$ cat src/verilog/integrity_response_pkg.sv
//
// Behaviour
// PFET high-side: pull-down on reports 100.
// PFET high-side: pull-up 010, both off 000.
// NFET: pull-down 010, pull-up 001, off 000.
// Other codes flag compromised control integrity.
// Bit 0 is one when other ones even.
// Bits 31:28 carry response code 1100.
// Bit 27 echoes read/write selector, resets one.
// Bits 26:21 carry fixed pattern 010101.
// Bits 20:17 drain monitors ch8..5, reset 1111.
// Bits 16:13 commanded state ch8..5, reset 0000.
// Bits 12:1 hold four 3-bit source codes.
// Whole frame returned after command 12, reset 0xCABE0001.
package integrity_response_pkg;

    // ****************************************************************
    // Frame layout and reset values
    // ****************************************************************
    localparam int          NUM_CHANNELS     = 4;
    localparam int          CODE_MSB         = 31;
    localparam int          CODE_LSB         = 28;
    localparam int          RW_BIT           = 27;
    localparam int          PATTERN_MSB      = 26;
    localparam int          PATTERN_LSB      = 21;
    localparam int          DRAIN_LSB        = 17;
    localparam int          COMMAND_LSB      = 13;
    localparam int          SOURCE_LSB       = 1;
    localparam int          PARITY_BIT       = 0;
    localparam logic [3:0]  RESPONSE_CODE    = 4'hc;
    localparam logic [3:0]  COMMAND_CODE     = 4'hc;
    localparam logic [5:0]  FIXED_PATTERN    = 6'h15;
    localparam logic [3:0]  DRAIN_RESET      = 4'hf;
    localparam logic [3:0]  COMMAND_RESET    = 4'h0;
    localparam logic [31:0] FRAME_RESET      = 32'hcabe0001;

    // ****************************************************************
    // Gate current-source codes
    // ****************************************************************
    localparam logic [2:0]  SRC_PFET_ON      = 3'h4;
    localparam logic [2:0]  SRC_OFF_PD_NFET  = 3'h2;
    localparam logic [2:0]  SRC_OFF_PU_PFET  = 3'h2;
    localparam logic [2:0]  SRC_NFET_ON      = 3'h1;
    localparam logic [2:0]  SRC_TRISTATE     = 3'h0;

    // Frame builder states.
    typedef enum logic [1:0] {
        IDLE_ST  = 2'b01,
        LOAD_ST  = 2'b10
    } frame_state_type;

endpackage : integrity_response_pkg

$ cat src/verilog/channel_integrity_response.sv
`timescale 1ns/10ps
`default_nettype none
// ********************************************************************
// Channel 5-8 control-signal integrity response frame
// ********************************************************************
module channel_integrity_response
    import integrity_response_pkg::*;
#(
    parameter int CHANNELS = NUM_CHANNELS
)
(
    input  wire logic                clk_sys,
    input  wire logic                rst,
    input  wire logic                external_reset_pin_n,
    input  wire logic                commandValid,
    input  wire logic [3:0]          commandCode,
    input  wire logic                commandReadOnly,
    input  wire logic [CHANNELS-1:0] drainMonitor,
    input  wire logic [CHANNELS-1:0] serial_on_command,
    input  wire logic [CHANNELS-1:0] parallel_input_pin,
    input  wire logic [CHANNELS-1:0] input_source_select,
    input  wire logic [CHANNELS-1:0] highSideSelect,
    input  wire logic [CHANNELS-1:0] pchannelSelect,
    input  wire logic [CHANNELS-1:0] pull_up_source,
    input  wire logic [CHANNELS-1:0] pull_down_source,
    output logic [31:0]              responseFrame,
    output logic                     responseValid,
    output logic [CHANNELS-1:0]      integrityFault
);

    // ****************************************************************
    // Helpers
    // ****************************************************************

    // Even-parity flag: one when the count of ones is even.
    function automatic logic evenOnes(input logic [30:0] bits);
        evenOnes = ~(^bits);
    endfunction : evenOnes

    // A defined code is on, off or three-state; anything else is a fault.
    function automatic logic badCode(input logic [2:0] c, input logic p);
        if (p) begin
            badCode = !(c == SRC_PFET_ON || c == SRC_OFF_PU_PFET
                        || c == SRC_TRISTATE);
        end else begin
            badCode = !(c == SRC_NFET_ON || c == SRC_OFF_PD_NFET
                        || c == SRC_TRISTATE);
        end
    endfunction : badCode

    // ****************************************************************
    // Per-channel live status
    // ****************************************************************
    logic [CHANNELS-1:0]   liveDrain;
    logic [CHANNELS-1:0]   liveCommand;
    logic [3*CHANNELS-1:0] liveSource;
    logic [CHANNELS-1:0]   liveFault;

    genvar ch;
    generate
        for (ch = 0; ch < CHANNELS; ch++) begin : g_channel
            logic pch;
            // P-channel only exists on a high-side driver.
            assign pch = pchannelSelect[ch] & highSideSelect[ch];
            source_status_encoder u_encoder (
                .pchannel   (pch),
                .pullUpOn   (pull_up_source[ch]),
                .pullDownOn (pull_down_source[ch]),
                .code       (liveSource[3*ch +: 3])
            );
            // Comparator level is reported raw; its meaning follows the
            // side the channel drives.
            assign liveDrain[ch] = drainMonitor[ch];
            // Parallel pin, active low, used when source select is set.
            assign liveCommand[ch] = input_source_select[ch]
                ? (serial_on_command[ch] & ~parallel_input_pin[ch])
                : serial_on_command[ch];
            assign liveFault[ch] = badCode(liveSource[3*ch +: 3], pch);
        end
    endgenerate

    // ****************************************************************
    // Frame state
    // ****************************************************************
    frame_state_type       state;
    frame_state_type       next_state;
    logic                  readOnly;
    logic                  next_readOnly;
    logic [31:0]           next_responseFrame;
    logic                  next_responseValid;
    logic [CHANNELS-1:0]   next_integrityFault;
    logic [30:0]           body;
    logic                  softReset;

    // The external reset pin restores fields just like power-on.
    assign softReset = ~external_reset_pin_n;

    // Snapshot is taken only on command 12; configuration is untouched.
    always_comb begin
        next_state          = state;
        next_readOnly       = readOnly;
        next_responseFrame  = responseFrame;
        next_responseValid  = 1'b0;
        next_integrityFault = liveFault;
        body                = {RESPONSE_CODE, readOnly, FIXED_PATTERN,
                               liveDrain, liveCommand, liveSource};
        case (state)
            IDLE_ST: begin
                if (commandValid && commandCode == COMMAND_CODE) begin
                    next_readOnly = commandReadOnly;
                    next_state    = LOAD_ST;
                end
            end
            LOAD_ST: begin
                // One cycle later, so the echoed selector is in the frame.
                next_responseFrame  = {body, evenOnes(body)};
                next_responseValid  = 1'b1;
                next_state          = IDLE_ST;
            end
            default: begin
                next_state = IDLE_ST;
            end
        endcase
        if (softReset) begin
            next_state          = IDLE_ST;
            next_readOnly       = 1'b1;
            next_responseFrame  = FRAME_RESET;
            next_responseValid  = 1'b0;
        end
    end

    // Registers only; reset values are fixed constants.
    always_ff @(posedge clk_sys or posedge rst) begin
        if (rst) begin
            state          <= IDLE_ST;
            readOnly       <= 1'b1;
            responseFrame  <= FRAME_RESET;
            responseValid  <= 1'b0;
            integrityFault <= '0;
        end else begin
            state          <= next_state;
            readOnly       <= next_readOnly;
            responseFrame  <= next_responseFrame;
            responseValid  <= next_responseValid;
            integrityFault <= next_integrityFault;
        end
    end

endmodule : channel_integrity_response
`default_nettype wire

$ cat src/verilog/source_status_encoder.sv
`timescale 1ns/10ps
`default_nettype none
// ********************************************************************
// Per-channel gate current-source encoder
// ********************************************************************
module source_status_encoder
    import integrity_response_pkg::*;
(
    input  wire logic       pchannel,
    input  wire logic       pullUpOn,
    input  wire logic       pullDownOn,
    output logic [2:0]      code
);

    // Code depends on transistor type; both sources on has no legal code
    // and is reported as 111 so the host sees the compromise.
    always_comb begin
        if (pullUpOn && pullDownOn) begin
            code = 3'h7;
        end else if (pullDownOn) begin
            code = pchannel ? SRC_PFET_ON : SRC_OFF_PD_NFET;
        end else if (pullUpOn) begin
            code = pchannel ? SRC_OFF_PU_PFET : SRC_NFET_ON;
        end else begin
            code = SRC_TRISTATE;
        end
    end

endmodule : source_status_encoder
`default_nettype wire

$ cat config.mk
export PLATFORM = sky130hd
export DESIGN_NAME = channel_integrity_response
export DESIGN_NICKNAME = d
export VERILOG_FILES = /design/src/verilog/integrity_response_pkg.sv /design/src/verilog/channel_integrity_response.sv /design/src/verilog/source_status_encoder.sv
export SDC_FILE = /design/constraint.sdc
export NUM_CORES = 1
export LEC_CHECK = 0
export ABC_AREA = 1
export BUFFER_PORTS_ARGS = -buffer_cell sky130_fd_sc_hd__buf_2
export CAP_MARGIN = 25
export CORE_MARGIN = 5
export CORE_UTILIZATION = 41
export CTS_CLUSTER_SIZE = 8
export DETAILED_ROUTE_END_ITERATION = 6
export PLACE_DENSITY_LB_ADDON = 0.25
export SLEW_MARGIN = 30
export SYNTH_ARGS = -nofsm -noshare
export SYNTH_HDL_FRONTEND = slang
export SYNTH_SLANG_ARGS = --single-unit
$ cat constraint.sdc
create_clock -name clk_sys -period 1.4 [get_ports clk_sys]
set_clock_uncertainty 0.1 [all_clocks]
set_input_delay 0.28 -clock clk_sys [delete_from_list [all_inputs] [get_ports clk_sys]]
set_output_delay 0.28 -clock clk_sys [all_outputs]
set_load 0.01 [all_outputs]
==> flow_summary.json, run 1 <==
{
  "swShare_pct": 24.94,
  "seq_area_frac_synth_pct": 48.84,
  "status": "complete, but fails checks",
  "core_um2": 3661,
  "worst-setup-path-type": "register to register",
  "p_seq_share_pct": 49.6,
  "crit_path_end": "responseFrame[0]",
  "wirelength_met1_um": 1480,
  "initial_utilization_pct": 42.55,
  "tritoncts": "done",
  "areaGrowthSynthToFinish_pct": 34.62,
  "p_clk_share_pct": 35.2,
  "mostFrequentLayoutCell": "buf_2",
  "die_w_um": 71.64,
  "setup_viol": 1,
  "timing.rr.start": "readOnly",
  "pwr-share-comb_pct": 15.3,
  "p_sw_w": 0.0004419,
  "p_int_w": 0.001330,
  "wl_met2_um": 1712,
  "violations": "negative setup slack",
  "clock_path_buffers": 2,
  "crit_path_start_kind": "register",
  "drive_gt1_share_pct": 38.25,
  "cts_sinks": 30,
  "wl_met3_um": 278,
  "grt_max_degree": 31,
  "rr_endpoint": "responseFrame[0]",
  "final.setup.worst_slack_ns": -0.02846,
  "leakage_nw": 1.234,
  "timing.setup.tns_ns": -0.02846,
  "hold_viol_final": 0,
  "final_util_pct": 57.28,
  "power_density_nw_per_um2": 845.0,
  "hp-class": "input port to register",
  "gp_congestion": 0.7955,
  "syn-cell-area_um2": 1558,
  "reg2reg_depth": 13,
  "dpl.cell_count": 324,
  "endpoint_kind": "register",
  "rows": 22,
  "die_area_um2": 5132,
  "grt_pass1_vias": 1398,
  "holdWs_ns": 0.1030,
  "synth_cell_types": 22,
  "synthCells": 202,
  "grt.total_usage_pct": 14.58,
  "drv_cap": 0,
  "grt_pass1_wl_um": 5837,
  "numCtsBuffers": 5,
  "antenna_cells": 0,
  "syn_avg_cell_area_um2": 7.712,
  "stdcell_count": 333,
  "first_iter_violations": 42,
  "yosysWarnings": 0,
  "viasPerCell": 4.492,
  "drt-total-wl_um": 3538,
  "period_needed_ns": 1.428,
  "via_count": 1496,
  "antenna_found_initial": 0,
  "clock_latency_ns": 0.27,
  "num-nets-final": 326,
  "finalMaxSlewViolations": 0,
  "final_cell_mix": "buf_2 (67), nand2_1 (56), inv_1 (26), o21ai_0 (23), dfrtp_1 (22)",
  "ioPinCount": 78,
  "cp.arrival_ns": 1.54,
  "path_max_fanout": 2,
  "ant_nets": 0,
  "synth_seq_cells": 30,
  "finish.instance_area_um2": 2097,
  "drc_errors": 0,
  "clkTransAtPathRegs_ns": 0.06,
  "crit_start": "readOnly",
  "cp.required_ns": 1.51,
  "min_period_over_period_pct": 102.0,
  "reg2reg_setup_slack_ns": -0.03,
  "fmax_mhz": 700.1,
  "placed_area_um2": 1978,
  "dpl.hpwl_um": 2832,
  "portBuffers": 67,
  "peakVddDrop_uv": 322.2,
  "overflow": 0,
  "top_layer_used": "met4",
  "wire_per_inst_um": 10.62,
  "ctsRootBufferMaster": "clkbuf_8",
  "rsz0062_at_grt": "true",
  "firstDrtPassIters": 4,
  "cts_max_level": 2,
  "die_y_um": 71.64
}
[routing by layer]
| metal | up-vias | track usage, % |
|---|---|---|
| met1 | 664 | 16.77 |
| li1 | 773 | - |
| met3 | 5 | 3.506 |
| met5 | - | 0 |
| met4 | 0 | 8.142 |
| met2 | 54 | 24.69 |
[power by group through the flow]
stage	Combinational (W)	Clock (W)	Sequential (W)
after global placement	0.000264	0	0.000892
after CTS	0.000274	0.000654	0.000878
final	0.000270	0.000624	0.000878
after detailed placement	0.000269	0	0.000893
after global routing	0.000313	0.000689	0.000878
after floorplan	0.000163	0	0.000896
[synthesized netlist by cell type]
library cell,instances,area share [%]
a32o_1,2,1.3
nand4_1,1,0.40
inv_2,4,0.96
nor2_1,10,2.4
or2_2,1,0.40
buf_2,1,0.32
nand3_1,10,3.2
buf_4,11,5.3
dfrtp_1,22,35
nand3b_1,1,0.48
nor2_2,1,0.40
nor3_1,1,0.32
xnor2_1,1,0.56
a21oi_1,6,1.9
o21ai_0,23,7.4
dfstp_2,8,13
nand2_2,7,2.8
o22a_1,2,1.1
inv_1,27,6.5
conb_1,2,0.48
o21ai_1,2,0.64
nand2_1,59,14
[critical path, stage by stage, from the launching register on]
cell	delay, ns
dfstp_2	0.53
inv_2	0.04
nand2_2	0.05
nand2_1	0.05
nand2_1	0.07
nand2_1	0.05
nand2_1	0.07
nand3b_1	0.09
nand2_2	0.08
inv_1	0.04
nand3_1	0.05
nand3_1	0.07
nand2_1	0.06
inv_1	0.03
[cell type report]
cell class / count / area [µm²]
repair buffers: 80 / 447.9
fillers: 371 / 1564
flip-flops and latches: 30 / 760.7
multi-input cells: 137 / 635.6
well taps: 48 / 60.06
inverters: 31 / 116.4
clock buffers: 7 / 76.32
[kinds of logic (layout without fill, tap and decap cells)]
group	Yosys count	in the layout	share of synthesized area (%)
other cells	2	10	0.4821
xor+xnor	1	1	0.5624
buf+inv	43	118	13.09
simple gates	91	91	24.66
flops	30	30	48.84
compound gates	35	35	12.37
[metrics by stage]
step | worst slack (ns) | total power, W
global placement | -0.1856 | 0.001157
global route | -0.1901 | 0.001880
CTS | -0.03209 | 0.001806
floorplan | 0.03510 | 0.001059
finish | -0.02846 | 0.001772
detailed placement | -0.2499 | 0.001162
[worst min-delay path by stage]
stage	startpoint	end	depth (start not counted)
finish	external_reset_pin_n	state[0]	2
floorplan	external_reset_pin_n	state[0]	1
detailed placement	rst	responseFrame[2]	3
CTS	external_reset_pin_n	state[0]	2
global route	external_reset_pin_n	state[0]	2
global placement	rst	integrityFault[1]	3
[registers in the layout, indices dropped and copies added, names as in the netlist]
| name | cells |
|---|---|
| responseValid | 1 |
| readOnly | 1 |
| state | 2 |
| responseFrame | 22 |
| integrityFault | 4 |
[timing repair]
item                                    CTS  global route
gates resized for setup                   3             2
endpoints found under the setup margin   17            19
hold endpoints to repair                 22             0
hold buffers                              1             0
setup buffers                             1             0
pin swaps                                 1             1
Power figures use the tool's default switching activity.
==> run 2, diff against run 1 <==
--- a/config.mk
+++ b/config.mk
@@ -5,11 +5,10 @@
 export SDC_FILE = /design/constraint.sdc
 export NUM_CORES = 1
 export LEC_CHECK = 0
-export ABC_AREA = 1
 export BUFFER_PORTS_ARGS = -buffer_cell sky130_fd_sc_hd__buf_2
 export CAP_MARGIN = 25
 export CORE_MARGIN = 5
-export CORE_UTILIZATION = 41
+export CORE_UTILIZATION = 40
 export CTS_CLUSTER_SIZE = 8
 export DETAILED_ROUTE_END_ITERATION = 6
 export PLACE_DENSITY_LB_ADDON = 0.25
==> flow_summary.json, run 2 <==
{
  "status": "complete, but fails checks",
  "violations": "negative setup slack",
  "synthTopCellsByCount": "dfrtp_1 (22), nand2_1 (16), o21ai_0 (14)",
  "wire_per_inst_um": 12.54,
  "synth_edf_count": 0,
  "drive_gt1_share_pct": 49.77,
  "yosysWarnings": 0,
  "antenna_found_initial": 0,
  "grt_pass1_vias": 1257,
  "crit_path_start_kind": "register",
  "clock_path_buffers": 2,
  "first_iter_violations": 25,
  "grt_max_degree": 31,
  "firstDrtPassIters": 4,
  "viasPerCell": 4.576,
  "drc_errors": 0,
  "clkTransAtPathRegs_ns": 0.06,
  "synthArstFlopShare_pct": 100.0,
  "initial_utilization_pct": 40.60,
  "power_density_nw_per_um2": 952.5,
  "power_w": 0.001970,
  "die_y_um": 70.50,
  "cts_sinks": 30,
  "period_needed_ns": 1.545,
  "synth_area_leaders": "dfrtp_1 (38%), dfstp_2 (14%), buf_4 (5.6%), o21ai_0 (4.8%), xnor2_1 (4.8%)",
  "synth_cell_types": 26,
  "synth_top_area_share_pct": 37.61,
  "clock_latency_ns": 0.27,
  "critical_path_depth": 5,
  "reg2reg_depth": 5,
  "cts_max_level": 2,
  "via_count": 1231,
  "dpl.hpwl_um": 2676,
  "grt.total_usage_pct": 13.29,
  "top_regs": "responseFrame: 22 flops, integrityFault: 4 flops, state: 2 flops",
  "fmax_mhz": 647.4,
  "rows": 22,
  "final_cell_mix": "buf_2 (68), dfrtp_1 (22), nand2_1 (16), buf_4 (15), o21ai_0 (14)",
  "grt_pass1_wl_um": 5195,
  "placed_area_um2": 1916,
  "cp_top_family": "XOR/XNOR gates",
  "min_period_over_period_pct": 110.3,
  "critPathBufInv": 0,
  "synth_top_flop_cell": "dfrtp_1",
  "synth_seq_cells": 30,
  "seq_area_frac_synth_pct": 51.97,
  "core_um2": 3606,
  "rsz0062_at_grt": "true",
  "num-nets-final": 261,
  "cp.arrival_ns": 1.65,
  "syn-cell-area_um2": 1464,
  "portBuffers": 67,
  "setup_viol": 1,
  "final.setup.worst_slack_ns": -0.1446,
  "cpMaxStageDelayCell": "dfstp_2",
  "mostFrequentLayoutCell": "buf_2",
  "largest-register": "responseFrame",
  "synth_top_area_cell": "dfrtp_1",
  "syn_avg_cell_area_um2": 10.92,
  "pre_cts_slack_ns": -0.3537,
  "ant_nets": 0,
  "areaGrowthSynthToFinish_pct": 41.28,
  "gp_congestion": 0.8064,
  "worst-setup-path-type": "register to register",
  "whs_path_depth": 2,
  "drt-total-wl_um": 3373,
  "die_w_um": 70.50,
  "leakage_nw": 1.107,
  "post_cts_buffers": 0,
  "cp_cell_sequence": "xnor2_2 -> xnor2_1 -> xnor2_1 -> xnor3_1 -> o22a_1",
  "finish.instance_area_um2": 2068,
  "hp-class": "input port to register",
  "die_area_um2": 4970,
  "peakVddDrop_uv": 412.4,
  "drv_cap": 0,
  "endpoint_kind": "register",
  "cp.required_ns": 1.51,
  "finalMaxSlewViolations": 0,
  "ioPinCount": 78,
  "numCtsBuffers": 5,
  "overflow": 0,
  "crit_top_cell": "xnor2_1",
  "tritoncts": "done",
  "path_max_fanout": 2,
  "synthCells": 134,
  "timing.setup.tns_ns": -0.1446,
  "antenna_cells": 0,
  "hold_viol_final": 0,
  "yosysMostFrequentCell": "dfrtp_1",
  "ctsRootBufferMaster": "clkbuf_8",
  "largest_reg_flops": 22,
  "holdWs_ns": 0.09808,
  "max_stage_delay_ns": 0.55
}
run 2: cell count changes after synthesis, moves of 9 or more:
cell / before / now
nand3_1: 10 / 0
o21ai_0: 23 / 14
inv_1: 27 / 4
nand2_1: 59 / 16
run 2: through the flow:
step / cells / util (%)
finish: 269 / 57.36
global route: 269 / 57.36
floorplan: 142 / -
CTS: 268 / 56.84
global placement: 259 / 53.12
detailed placement: 259 / 53.12
run 2: layer usage:
metal	vias to the layer above	wire length, µm	global-route usage, %	part of all wire, %
li1	607	-	-	-
met1	573	1373	13.88	41
met2	46	1640	22.87	49
met3	5	315	5.899	9.3
met4	0	44	5.745	1.3
met5	-	0	0	0
run 2: final timing paths:
| check | slack (ns) | startpoint | end |
|---|---|---|---|
| worst max-delay path | -0.14 | readOnly | responseFrame[0] |
| worst min-delay path | 0.1 | external_reset_pin_n | readOnly |
| worst max register to register | -0.14 | readOnly | responseFrame[0] |
| worst min register to register | 0.37 | responseFrame[2] | responseFrame[2] |
| max in group asynchronous | 0.36 | rst | responseFrame[0] |
| min in group asynchronous | 0.53 | rst | state[1] |
run 2: final cells by class:
type	instances	area (µm²)
Multi-Input combinational cell	94	648.1
Tap cell	48	60.06
Inverter	4	15.01
Fill cell	335	1538
Clock buffer	8	110.1
Sequential cell	30	760.7
Timing Repair Buffer	85	474.2
run 2: what timing repair did:
item | in CTS | in global routing
endpoints found under the hold margin | 22 | 0
resized for setup | 3 | 2
endpoints found under the setup margin | 4 | 8
hold buffers | 1 | 0
pin swaps | 2 | 1
cloned | 0 | 1
run 2: logic make-up (layout without fill, tap and decap cells):
| family | Yosys count | in the layout | share of synthesized area (%) |
|---|---|---|---|
| and+or+nand+nor | 32 | 32 | 10.86 |
| xor gates and xnor gates | 11 | 11 | 8.975 |
| AOI/OAI and AO/OA | 36 | 36 | 16.84 |
| muxes | 5 | 5 | 3.419 |
| other | 2 | 10 | 0.5130 |
| buffers and inverters | 18 | 97 | 7.436 |
| DFF | 30 | 30 | 51.97 |
run 2: where the power goes:
group | total, W | leakage, nW | internal, W | switching (W)
combinational | 0.000296 | 0.662 | 0.000164 | 0.000131
clock | 0.000796 | 0.0575 | 0.000495 | 0.000300
sequential | 0.000878 | 0.387 | 0.000876 | 0.00000252
total | 0.00197 | 1.11 | 0.00154 | 0.000434
